### src/core/rcp_pkg.sv
// ****************************************************************
// Resampler control page constants
// ****************************************************************
package rcp_pkg;

    // Page and register offsets inside the paged control space.
    localparam logic [7:0] PAGE_ID       = 8'h40;
    localparam logic [4:0] OFS_CHAN_FILT = 5'h10;
    localparam logic [4:0] OFS_MULT      = 5'h11;
    localparam logic [4:0] OFS_FSEL      = 5'h12;
    localparam logic [4:0] OFS_SHIFT     = 5'h13;
    localparam logic [4:0] OFS_ROUTE     = 5'h14;
    localparam logic [4:0] OFS_ADD       = 5'h15;
    localparam logic [4:0] OFS_CLKDIV    = 5'h16;
    localparam logic [4:0] OFS_RATIO     = 5'h17;
    localparam logic [4:0] OFS_LAST      = 5'h1F;

    // Register indices, counted from the first offset of the page.
    localparam logic [2:0] IDX_CHAN_FILT = 3'h0;
    localparam logic [2:0] IDX_MULT      = 3'h1;
    localparam logic [2:0] IDX_FSEL      = 3'h2;
    localparam logic [2:0] IDX_SHIFT     = 3'h3;
    localparam logic [2:0] IDX_ROUTE     = 3'h4;
    localparam logic [2:0] IDX_ADD       = 3'h5;
    localparam logic [2:0] IDX_CLKDIV    = 3'h6;
    localparam logic [2:0] IDX_RATIO     = 3'h7;

    // Values after reset.
    localparam logic [7:0] RST_CHAN_FILT = 8'h23;
    localparam logic [7:0] RST_MULT      = 8'h0E;
    localparam logic [7:0] RST_FSEL      = 8'h00;
    localparam logic [7:0] RST_SHIFT     = 8'h34;
    localparam logic [7:0] RST_ROUTE     = 8'hE4;
    localparam logic [7:0] RST_ADD       = 8'h70;
    localparam logic [7:0] RST_CLKDIV    = 8'h00;
    localparam logic [7:0] RST_RATIO     = 8'h00;

    // Writable bits; unused bits read as zero.
    localparam logic [7:0] MSK_SEVEN     = 8'h7F;
    localparam logic [7:0] MSK_FULL      = 8'hFF;

    // Field positions.
    localparam int unsigned POS_CHAN_CNT = 0;
    localparam int unsigned POS_FILT_CNT = 2;
    localparam int unsigned POS_RESAMPLER_ALIGN_SOURCE = 4;
    localparam int unsigned POS_MULT_CNT = 0;
    localparam int unsigned POS_ASYM     = 6;
    localparam int unsigned POS_SHIFT    = 0;
    localparam int unsigned POS_ROUND    = 4;
    localparam int unsigned POS_TAG22    = 6;
    localparam int unsigned POS_RAT_SYNC = 4;

    // Rounding codes and low-bit counts left unrounded.
    localparam logic [1:0] RND_12        = 2'h0;
    localparam logic [1:0] RND_16        = 2'h1;
    localparam logic [1:0] RND_20        = 2'h2;
    localparam logic [4:0] DROP_12       = 5'h0C;
    localparam logic [4:0] DROP_16       = 5'h08;
    localparam logic [4:0] DROP_20       = 5'h04;
    localparam logic [4:0] DROP_22       = 5'h02;
    localparam logic [4:0] DROP_24       = 5'h00;

    // Output word limits.
    localparam logic [23:0] WORD_MAX     = 24'h7F_FFFF;
    localparam logic [23:0] WORD_MIN     = 24'h80_0000;

endpackage : rcp_pkg

### src/core/rcp_pair_buffer.sv
`timescale 1ns/1ps
// ****************************************************************
// Small flip-flop FIFO with valid and ready on both sides
// ****************************************************************
module rcp_pair_buffer #(
    parameter int unsigned WIDTH = 24,
    parameter int unsigned DEPTH = 2
) (
    input  wire logic             clock_i,
    input  wire logic             rst_i,
    input  wire logic             ce_i,
    input  wire logic             wr_valid_i,
    output logic                  wr_ready_o,
    input  wire logic [WIDTH-1:0] wr_data_i,
    output logic                  rd_valid_o,
    input  wire logic             rd_ready_i,
    output logic      [WIDTH-1:0] rd_data_o
);
    localparam int unsigned AW = (DEPTH > 1) ? $clog2(DEPTH) : 1;

    // Only power-of-two depths wrap the pointers correctly.
    if (DEPTH < 2 || (DEPTH & (DEPTH - 1)) != 0 || WIDTH < 1) begin : g_chk
        $error("rcp_pair_buffer: DEPTH must be a power of two >= 2");
    end

    logic [WIDTH-1:0] mem_reg [DEPTH];
    logic [AW-1:0]    wptr_reg;
    logic [AW-1:0]    rptr_reg;
    logic [AW:0]      count_reg;
    wire              push = ce_i & wr_valid_i & wr_ready_o;
    wire              pop  = ce_i & rd_valid_o & rd_ready_i;

    // Full and empty come straight from the fill count.
    assign wr_ready_o = (count_reg != (AW + 1)'(DEPTH));
    assign rd_valid_o = (count_reg != '0);
    assign rd_data_o  = mem_reg[rptr_reg];

    // Pointers and count move only on accepted transfers.
    always_ff @(posedge clock_i or posedge rst_i) begin
        if (rst_i) begin
            wptr_reg  <= '0;
            rptr_reg  <= '0;
            count_reg <= '0;
        end else begin
            if (push) wptr_reg <= wptr_reg + 1'b1;
            if (pop) rptr_reg <= rptr_reg + 1'b1;
            if (push && !pop) count_reg <= count_reg + 1'b1;
            else if (pop && !push) count_reg <= count_reg - 1'b1;
        end
    end

    // Storage is written at the write pointer.
    always_ff @(posedge clock_i or posedge rst_i) begin
        if (rst_i) begin
            for (int i = 0; i < int'(DEPTH); i++) mem_reg[i] <= '0;
        end else if (push) begin
            mem_reg[wptr_reg] <= wr_data_i;
        end
    end

endmodule : rcp_pair_buffer

### src/core/rcp_core.sv
`timescale 1ns/1ps
// ****************************************************************
// Resampler control page and output word path
// ****************************************************************
module rcp_core #(
    parameter int unsigned IN_W = 24
) (
    input  wire logic            clock_i,
    input  wire logic            rst_i,
    input  wire logic            ce_i,
    input  wire logic [7:0]      reg_page_i,
    input  wire logic [4:0]      reg_addr_i,
    input  wire logic            reg_wr_i,
    input  wire logic            reg_rd_i,
    input  wire logic [7:0]      reg_wdata_i,
    output logic      [7:0]      reg_rdata_o,
    input  wire logic [7:0]      sync_i,
    input  wire logic            in_valid_i,
    output logic                 in_ready_o,
    input  wire logic [1:0]      in_chan_i,
    input  wire logic [IN_W-1:0] in_data_i,
    input  wire logic [7:0]      tag_lsbs_i,
    output logic                 out_valid_o,
    input  wire logic            out_ready_i,
    output logic      [23:0]     out_data_o,
    output logic      [1:0]      out_chan_o,
    output logic      [1:0]      out_filter_o,
    output logic      [1:0]      out_ratio_o,
    output logic      [7:0]      out_phase_o,
    output logic      [2:0]      coef_stride_o,
    output logic                 asym_taps_o,
    output logic                 res_tick_o
);
    localparam int unsigned BUF_W = 24 + 2 + 2 + 2 + 8;

    // The output word is 24 bits; wider input would be lost.
    if (IN_W < 8 || IN_W > 24) begin : g_chk
        $error("rcp_core: IN_W must lie in 8..24");
    end

    // ************************************************************
    // Decoding helpers
    // ************************************************************

    // Turns a count code into the mask of legal index bits.
    function automatic logic [1:0] code_mask(input logic [1:0] code);
        code_mask = (code == 2'h0) ? 2'h0 : (code == 2'h1) ? 2'h1 : 2'h3;
    endfunction : code_mask

    // Picks the two-bit field of a packed byte by index.
    function automatic logic [1:0] pick2(input logic [7:0] v,
                                         input logic [1:0] i);
        pick2 = v[{i, 1'b0} +: 2];
    endfunction : pick2

    // Number of low bits left unrounded for a code and tag mode.
    function automatic logic [4:0] drop_bits(input logic [1:0] code,
                                             input logic       tag);
        unique case (code)
            rcp_pkg::RND_12: drop_bits = rcp_pkg::DROP_12;
            rcp_pkg::RND_16: drop_bits = rcp_pkg::DROP_16;
            rcp_pkg::RND_20: drop_bits = rcp_pkg::DROP_20;
            default: drop_bits = tag ? rcp_pkg::DROP_22 : rcp_pkg::DROP_24;
        endcase
    endfunction : drop_bits

    // ************************************************************
    // Register file
    // ************************************************************
    logic [7:0] cfg_reg [8];
    logic [7:0] reg_rdata_reg;

    // Only page 64, offsets 16..23, hit a register.
    wire       page_hit = (reg_page_i == rcp_pkg::PAGE_ID);
    wire       in_range = (reg_addr_i >= rcp_pkg::OFS_CHAN_FILT) &&
                          (reg_addr_i <= rcp_pkg::OFS_RATIO);
    wire       reg_hit  = page_hit & in_range;
    wire [2:0] reg_idx  = reg_addr_i[2:0];
    wire       wr_hit   = ce_i & reg_wr_i & reg_hit;

    // Writable-bit mask of each register.
    wire [7:0] wr_mask =
        (reg_idx == rcp_pkg::IDX_FSEL   || reg_idx == rcp_pkg::IDX_ROUTE ||
         reg_idx == rcp_pkg::IDX_CLKDIV || reg_idx == rcp_pkg::IDX_RATIO)
        ? rcp_pkg::MSK_FULL : rcp_pkg::MSK_SEVEN;

    // Register fields as used by the datapath.
    wire [1:0] chan_code  = cfg_reg[rcp_pkg::IDX_CHAN_FILT]
                                   [rcp_pkg::POS_CHAN_CNT +: 2];
    wire [1:0] filt_code  = cfg_reg[rcp_pkg::IDX_CHAN_FILT]
                                   [rcp_pkg::POS_FILT_CNT +: 2];
    wire [2:0] res_src    = cfg_reg[rcp_pkg::IDX_CHAN_FILT]
                                   [rcp_pkg::POS_RESAMPLER_ALIGN_SOURCE +: 3];
    wire [5:0] mult_code  = cfg_reg[rcp_pkg::IDX_MULT]
                                   [rcp_pkg::POS_MULT_CNT +: 6];
    wire [3:0] gain_shift = cfg_reg[rcp_pkg::IDX_SHIFT]
                                   [rcp_pkg::POS_SHIFT +: 4];
    wire [1:0] round_code = cfg_reg[rcp_pkg::IDX_SHIFT]
                                   [rcp_pkg::POS_ROUND +: 2];
    wire       tag_mode   = cfg_reg[rcp_pkg::IDX_SHIFT][rcp_pkg::POS_TAG22];
    wire [3:0] add_bits   = cfg_reg[rcp_pkg::IDX_ADD][3:0];
    wire [2:0] rat_src    = cfg_reg[rcp_pkg::IDX_ADD]
                                   [rcp_pkg::POS_RAT_SYNC +: 3];
    wire [7:0] divisor    = cfg_reg[rcp_pkg::IDX_CLKDIV];

    // Writes store only the defined bits of the addressed register.
    always_ff @(posedge clock_i or posedge rst_i) begin
        if (rst_i) begin
            cfg_reg[rcp_pkg::IDX_CHAN_FILT] <= rcp_pkg::RST_CHAN_FILT;
            cfg_reg[rcp_pkg::IDX_MULT]      <= rcp_pkg::RST_MULT;
            cfg_reg[rcp_pkg::IDX_FSEL]      <= rcp_pkg::RST_FSEL;
            cfg_reg[rcp_pkg::IDX_SHIFT]     <= rcp_pkg::RST_SHIFT;
            cfg_reg[rcp_pkg::IDX_ROUTE]     <= rcp_pkg::RST_ROUTE;
            cfg_reg[rcp_pkg::IDX_ADD]       <= rcp_pkg::RST_ADD;
            cfg_reg[rcp_pkg::IDX_CLKDIV]    <= rcp_pkg::RST_CLKDIV;
            cfg_reg[rcp_pkg::IDX_RATIO]     <= rcp_pkg::RST_RATIO;
        end else if (wr_hit) begin
            cfg_reg[reg_idx] <= reg_wdata_i & wr_mask;
        end
    end

    // Reads are registered; offsets 24..31 and other pages read zero.
    always_ff @(posedge clock_i or posedge rst_i) begin
        if (rst_i) reg_rdata_reg <= '0;
        else if (ce_i && reg_rd_i)
            reg_rdata_reg <= reg_hit ? cfg_reg[reg_idx] : 8'h00;
    end
    assign reg_rdata_o = reg_rdata_reg;

    // ************************************************************
    // Sync inputs: three flops, a change counts once two agree
    // ************************************************************
    logic [7:0] sync_s1_reg;
    logic [7:0] sync_s2_reg;
    logic [7:0] sync_s3_reg;
    logic [7:0] sync_lvl_reg;
    wire  [7:0] sync_lvl_next = (sync_s2_reg & sync_s3_reg) |
                                (sync_lvl_reg & (sync_s2_reg | sync_s3_reg));
    wire  [7:0] sync_rise     = sync_lvl_next & ~sync_lvl_reg;
    wire        resampler_align_source      = ce_i & sync_rise[res_src];
    wire        rat_sync      = ce_i & sync_rise[rat_src];

    // Synchroniser chain and filtered level of each sync pin.
    always_ff @(posedge clock_i or posedge rst_i) begin
        if (rst_i) begin
            sync_s1_reg  <= '0;
            sync_s2_reg  <= '0;
            sync_s3_reg  <= '0;
            sync_lvl_reg <= '0;
        end else if (ce_i) begin
            sync_s1_reg  <= sync_i;
            sync_s2_reg  <= sync_s1_reg;
            sync_s3_reg  <= sync_s2_reg;
            sync_lvl_reg <= sync_lvl_next;
        end
    end

    // Working rate map follows the written one only on its sync.
    logic [7:0] ratio_act_reg;
    always_ff @(posedge clock_i or posedge rst_i) begin
        if (rst_i) ratio_act_reg <= rcp_pkg::RST_RATIO;
        else if (rat_sync)
            ratio_act_reg <= cfg_reg[rcp_pkg::IDX_RATIO];
    end

    // ************************************************************
    // Resampler rate enable
    // ************************************************************
    logic [8:0] div_acc_reg;
    wire  [8:0] div_den   = {1'b0, divisor} + 9'h001;
    wire        div_full  = (divisor <= 8'h01); // rate at or above clock
    wire  [8:0] div_sum   = div_acc_reg + 9'h002;
    wire        div_fire  = div_full | (div_sum >= div_den);
    wire        tick      = ce_i & div_fire;

    // Adds two per clock and fires each time one plus divisor is reached.
    always_ff @(posedge clock_i or posedge rst_i) begin
        if (rst_i) div_acc_reg <= '0;
        else if (ce_i) begin
            if (div_full) div_acc_reg <= '0;
            else if (div_fire) div_acc_reg <= div_sum - div_den;
            else div_acc_reg <= div_sum;
        end
    end
    assign res_tick_o = tick;

    // ************************************************************
    // Input, adjacent sums and routing
    // ************************************************************
    logic [IN_W-1:0] held_reg;
    logic            held_vld_reg;
    logic [IN_W:0]   acc_reg;
    logic [1:0]      dst_reg;
    logic            busy_reg;
    logic [5:0]      mcnt_reg;
    logic [7:0]      phase_reg [4];
    wire             buf_ready;

    assign in_ready_o = tick & ~busy_reg;
    wire        accept  = in_valid_i & in_ready_o;
    wire        hold    = accept & add_bits[in_chan_i];
    wire        start   = accept & ~add_bits[in_chan_i];
    wire [IN_W:0] in_ext   = {in_data_i[IN_W-1], in_data_i};
    wire [IN_W:0] held_ext = held_vld_reg ? {held_reg[IN_W-1], held_reg}
                                          : '0;
    wire [IN_W:0] in_sum   = in_ext + held_ext;
    wire [1:0]    in_dst   = pick2(cfg_reg[rcp_pkg::IDX_ROUTE], in_chan_i)
                             & code_mask(chan_code);
    wire          done     = busy_reg & tick & (mcnt_reg == 6'h00);
    wire          push     = done & buf_ready;

    // Held partial sum waits for the next presented sample.
    always_ff @(posedge clock_i or posedge rst_i) begin
        if (rst_i) begin
            held_reg     <= '0;
            held_vld_reg <= 1'b0;
        end else if (hold) begin
            held_reg     <= in_sum[IN_W-1:0];
            held_vld_reg <= 1'b1;
        end else if (start) begin
            held_vld_reg <= 1'b0;
        end
    end

    // One output takes one plus multiply count resampler ticks.
    always_ff @(posedge clock_i or posedge rst_i) begin
        if (rst_i) begin
            acc_reg  <= '0;
            dst_reg  <= '0;
            busy_reg <= 1'b0;
            mcnt_reg <= '0;
        end else if (start) begin
            acc_reg  <= in_sum;
            dst_reg  <= in_dst;
            busy_reg <= 1'b1;
            mcnt_reg <= mult_code;
        end else if (busy_reg && tick && mcnt_reg != 6'h00) begin
            mcnt_reg <= mcnt_reg - 6'h01;
        end else if (push) begin
            busy_reg <= 1'b0;
        end
    end

    // Delay accumulators count words; the resampler sync clears all.
    for (genvar g = 0; g < 4; g++) begin : g_phase
        always_ff @(posedge clock_i or posedge rst_i) begin
            if (rst_i) phase_reg[g] <= '0;
            else if (resampler_align_source) phase_reg[g] <= '0;
            else if (push && dst_reg == 2'(g))
                phase_reg[g] <= phase_reg[g] + 8'h01;
        end
    end

    // ************************************************************
    // Gain shift, rounding and tag insertion
    // ************************************************************
    wire signed [39:0] wide   = 40'(signed'(acc_reg)) <<< gain_shift;
    wire               in_rng = (wide[39:23] == {17{wide[23]}});
    wire [23:0]        sat    = in_rng ? wide[23:0]
                              : (wide[39] ? rcp_pkg::WORD_MIN
                                          : rcp_pkg::WORD_MAX);
    wire [4:0]         drop   = drop_bits(round_code, tag_mode);
    wire [24:0]        half   = (drop == 5'h00) ? 25'h000_0000
                              : (25'h000_0001 << (drop - 5'h01));
    wire [24:0]        rsum   = {sat[23], sat} + half;
    wire [23:0]        rnd    = (rsum[24] != rsum[23]) ? rcp_pkg::WORD_MAX
                                                      : rsum[23:0];
    wire [23:0]        lo_msk = (24'h00_0001 << drop) - 24'h00_0001;
    wire [23:0]        kept   = (rnd & ~lo_msk) | (sat & lo_msk);
    wire [1:0]         tag2   = pick2(tag_lsbs_i, dst_reg);
    wire [23:0]        word   = tag_mode ? {kept[23:2], tag2}
                                         : kept;
    wire [1:0]         filt   = pick2(cfg_reg[rcp_pkg::IDX_FSEL], dst_reg)
                                & code_mask(filt_code);
    wire [1:0]         ratio  = pick2(ratio_act_reg, dst_reg);
    wire [BUF_W-1:0]   buf_in = {word, dst_reg, filt, ratio,
                                 phase_reg[dst_reg]};
    wire [BUF_W-1:0]   buf_out;

    // Coefficient layout: stride is filter total, filter index is offset.
    assign coef_stride_o = {1'b0, code_mask(filt_code)} + 3'h1;
    assign asym_taps_o   =
        cfg_reg[rcp_pkg::IDX_MULT][rcp_pkg::POS_ASYM];

    // ************************************************************
    // Output buffer
    // ************************************************************

    // Two entries absorb a stall by the receiver without losing words.
    rcp_pair_buffer #(
        .WIDTH (BUF_W),
        .DEPTH (2)
    ) u_buffer (
        .clock_i    (clock_i),
        .rst_i      (rst_i),
        .ce_i       (ce_i),
        .wr_valid_i (done),
        .wr_ready_o (buf_ready),
        .wr_data_i  (buf_in),
        .rd_valid_o (out_valid_o),
        .rd_ready_i (out_ready_i),
        .rd_data_o  (buf_out)
    );

    // Buffer fields back onto the output ports.
    assign out_data_o   = buf_out[BUF_W-1 -: 24];
    assign out_chan_o   = buf_out[13:12];
    assign out_filter_o = buf_out[11:10];
    assign out_ratio_o  = buf_out[9:8];
    assign out_phase_o  = buf_out[7:0];

endmodule : rcp_core

### config.mk
export PLATFORM = sky130hd
export DESIGN_NAME = rcp_core
export DESIGN_NICKNAME = d
export VERILOG_FILES = /design/src/core/rcp_pkg.sv /design/src/core/rcp_pair_buffer.sv /design/src/core/rcp_core.sv
export SDC_FILE = /design/constraint.sdc
export NUM_CORES = 1
export LEC_CHECK = 0
export BUFFER_PORTS_ARGS = -buffer_cell sky130_fd_sc_hd__buf_2
export CAP_MARGIN = 25
export CORE_MARGIN = 1
export CORE_UTILIZATION = 45
export DETAILED_ROUTE_END_ITERATION = 7
export GPL_ROUTABILITY_DRIVEN = 0
export GPL_TIMING_DRIVEN = 0
export SYNTH_ARGS = -nofsm -noshare
export SYNTH_HDL_FRONTEND = slang
export SYNTH_SLANG_ARGS = --single-unit
export TNS_END_PERCENT = 10
### constraint.sdc
create_clock -name clock_i -period 9.95 [get_ports clock_i]
set_input_delay 0 -clock clock_i [delete_from_list [all_inputs] [get_ports clock_i]]
set_output_delay 0 -clock clock_i [all_outputs]
set_load 0.05 [all_outputs]
==> results by group <==
Routing
  – Vias/cell: between 5 and 6
  – Post-route ant nets: 0
  – Via count: between 10000 and 15000
  – Post-route DRC: 0
  – Average routed wire per standard cell: 19.23 um
  – 1st-pass router iterations: 5
  – Iteration-0 DRC Markers: roughly 1200
  – Wirelength, routed: 49640 um

Die
  – Die Ht: just over 200 um
  – IO Pins: 123
  – Placeable Area: roughly 40000 sq um
  – Starting Density: 0.4582
  – Row Count: 73
  – Die ar.: slightly above 40000 sq um
  – Die X: just over 200 um

Critical path
  – Worst EP arrival: 8.30 ns
  – Max stage delay on crit path: about 0.67 ns
  – Worst setup EP type: flop
  – CP delay by family, top: compound AO/OA/AOI/OAI gates
  – Worst Setup Path Type: reg -> reg
  – Crit path buf inv count: 8
  – Cells on worst reg2reg path: 27
  – Worst R2R Start: cfg_reg[34]
  – Crit start category: flop
  – CP Data Required Time: roughly 10 ns
  – FF-to-FF setup slack: 2.04 ns
  – Slowest-stage cell, CP: o31ai_1
  – Most frequent CP cell: clkbuf_1
  – Critical path fanouts, max: 10
  – Reg2reg end: u_buffer.mem_reg[16]

Logic synthesis
  – Post-synth EDFFs: 0
  – Synth warn: 0
  – Synth cell types: between 90 and 100
  – Area leader, netlist: dfrtp_1
  – Share of the synthesized area in the top cell type: 0.3777
  – Area contributors post-synth: dfrtp_1 38%, mux2_2 11%, mux4_2 5.8%
  – Average size of a mapped cell: slightly below 10 sq um
  – Syn Inst Count: between 1500 and 2000
  – Flops & latches, synth: a little under 300
  – Mapped cell area: roughly 18000 sq um
  – Seq/Total Area, Yosys: 0.4007
  – Async set or reset register ratio after synthesis: 1.000
  – Prevailing post-synth register cell: dfrtp_1

Placement
  – DPL Wire Length: 37260 um
  – I/O Buffers: around 120

Outcome
  – Run status: complete, no violations

CTS
  – Clock latency on the worst-skew pair: 0.54 ns
  – CTS Root Cell: clkbuf_16
  – Clock Sinks: slightly below 300
  – Clock Path Buffers: 3
  – Htree depth: 2
  – CTS buffer count: 34
  – Post-CTS Resized: 0
  – Postcts setup bufs: 0
  – CTS tree: yes
  – Cts hold-fix bufs: 26
  – Clock-pin slew on the worst setup and hold paths: about 0.060 ns

STA
  – Skew final: 0.01701 ns
  – Period utilisation layout: 0.7947
  – Final Hold Vio Count: 0
  – # setup viols final: 0
  – Max_slew headroom: 0.3225
  – Period minus WS final: about 8 ns
  – RSZ-0062 raised after global routing: false
  – Slew @ Worst Pin: between 1 and 1.5 ns
  – Max Fclk: ~0.13 GHz
  – Final max-slew violation count: 0

Layout
  – Share of layout cells above drive strength 1: 0.2286
  – Synth-to-Final Area Change: 15.14%
  – Fin util: 0.5275
  – Largest register FFs: 76
  – Ant diodes: 0
  – Fillers: roughly 3700
  – Nets: 2162

GRT
  – Total Routing Usage GR: 0.2478
  – Largest net degree at the start of global routing: between 100 and 150
  – Grt ovf: 0
  – Initial antenna violation count: 0
  – Vias in the first global route: approximately 15000
  – First-pass GRT wire length: roughly 80000 um

Min path
  – Hold Crit Class: in -> async

Power and ir drop
  – Power density cells: 258.7 nW/um^2
  – Total power: 5.447 mW
  – Worst IR Drop VDD: between 0.15 and 0.2 mV
  – Leak pwr: about 9.5 nW

Job
  – Max Cap Viol: 0
kinds of logic after synthesis:
logic type      Yosys count  share of synthesized area
flops                   292                     0.4007
other cells               1                  0.0002051
compound gates          356                     0.1287
mux                     276                     0.1955
buf+inv                 165                    0.03619
simple gates            606                     0.1569
fa+ha+maj                62                    0.04310
xor+xnor                 81                    0.03879
synthesized netlist by cell type, types with 5 or more instances:
master,count
a211oi_1,17
a21boi_0,5
a21o_1,8
a21oi_1,68
a311oi_1,6
a31oi_1,15
and2_1,41
and3_1,11
buf_1,12
buf_2,13
clkbuf_1,71
dfrtp_1,276
dfstp_2,16
ha_1,59
inv_1,62
mux2_2,178
mux2i_1,50
mux4_2,47
nand2_1,234
nand2b_1,11
nand3_1,33
nand3b_1,13
nand4_1,26
nor2_1,139
nor2b_1,17
nor3_1,27
nor3b_1,8
nor4_1,8
o2111ai_1,5
o211ai_1,7
o21a_1,9
o21ai_0,111
o21ai_1,19
o22ai_1,9
o2bb2ai_1,7
o31ai_1,10
or2_2,10
or3_1,5
xnor2_1,38
xor2_1,43
worst register-to-register path, delay by kind of cell (launching register included):
family	cells	cell delay, ns
AND/OR/NAND/NOR	7	1.10
buffers and inverters	8	2.39
AO/OA/AOI/OAI	9	3.00
flip-flops	1	0.52
adder cells (fa/ha/maj)	2	0.69
XOR/XNOR	1	0.07
metal layers:
| layer | up-vias | track usage | share of wire |
|---|---|---|---|
| met5 | - | 0 | 0 |
| met4 | 0 | 0.08244 | 0.027 |
| met3 | 74 | 0.03020 | 0.038 |
| met2 | 326 | 0.4291 | 0.50 |
| met1 | 7293 | 0.3206 | 0.43 |
| li1 | 7003 | - | - |
area by class of cell:
type                    count  area (sq um)  area share
flip-flops and latches    292          7327      0.3480
well taps                 525         656.9     0.03120
multi-input cells        1386         10340      0.4909
inverters                  65         251.5     0.01194
clock inverters             9         105.1    0.004991
repair buffers            152         943.4     0.04480
plain buffers             100         417.9     0.01985
clock buffers              52          1018     0.04837
stage by stage:
stage / instance area (sq um) / setup slack [ns] / hold WS, ns / TNS (ns) / cells
finish: 21060 / 2.043 / 0.01718 / 0 / 2581
global route: 21060 / 1.427 / 0.04572 / 0 / 2581
CTS: 21050 / 2.124 / 0.006278 / 0 / 2580
detailed placement: 19670 / 2.231 / 0.06292 / 0 / 2493
global placement: 19550 / -1.351 / 0.2328 / -360.03 / 2486
floorplan: 18300 / 1.914 / 0.1168 / 0 / 1843
worst max-delay path by stage:
stage | endpoint | startpoint | slack [ns] | cells past startpoint
2_1_floorplan | acc_reg[0] | rst_i | 1.91 | 1
3_3_place_gp | u_buffer.mem_reg[30] | rst_i | -1.35 | 2
3_5_place_dp | u_buffer.mem_reg[16] | cfg_reg[34] | 2.23 | 27
4_1_cts | u_buffer.mem_reg[16] | cfg_reg[34] | 2.12 | 27
5_1_grt | u_buffer.mem_reg[16] | cfg_reg[32] | 1.43 | 28
6_report | u_buffer.mem_reg[16] | cfg_reg[34] | 2.04 | 27
cell usage in the layout, fill, tap and decap left out, types with 13 or more instances in the layout:
cell type | Yosys | routed
nand4_1 | 26 | 26
a21oi_1 | 68 | 68
inv_1 | 62 | 61
clkbuf_16 | 0 | 34
nand2_1 | 234 | 234
mux4_2 | 47 | 47
nor3_1 | 27 | 26
ha_1 | 59 | 59
dfrtp_1 | 276 | 276
nor2b_1 | 17 | 17
dfstp_2 | 16 | 16
a31oi_1 | 15 | 15
o21ai_0 | 111 | 111
mux2i_1 | 50 | 50
a211oi_1 | 17 | 17
buf_2 | 13 | 133
clkbuf_1 | 71 | 79
nand3_1 | 33 | 33
nor2_1 | 139 | 139
xnor2_1 | 38 | 38
and2_1 | 41 | 41
nand3b_1 | 13 | 13
dlygate4sd3_1 | 0 | 26
o21ai_1 | 19 | 19
mux2_2 | 178 | 178
xor2_1 | 43 | 43
power breakdown:
part | switching (mW) | total (mW) | leakage (nW) | internal (mW)
Clock | 0.510 | 1.25 | 0.548 | 0.739
Sequential | 0.186 | 1.62 | 3.76 | 1.43
Combinational | 1.66 | 2.58 | 5.17 | 0.923
(Power assumes the default switching activity.)
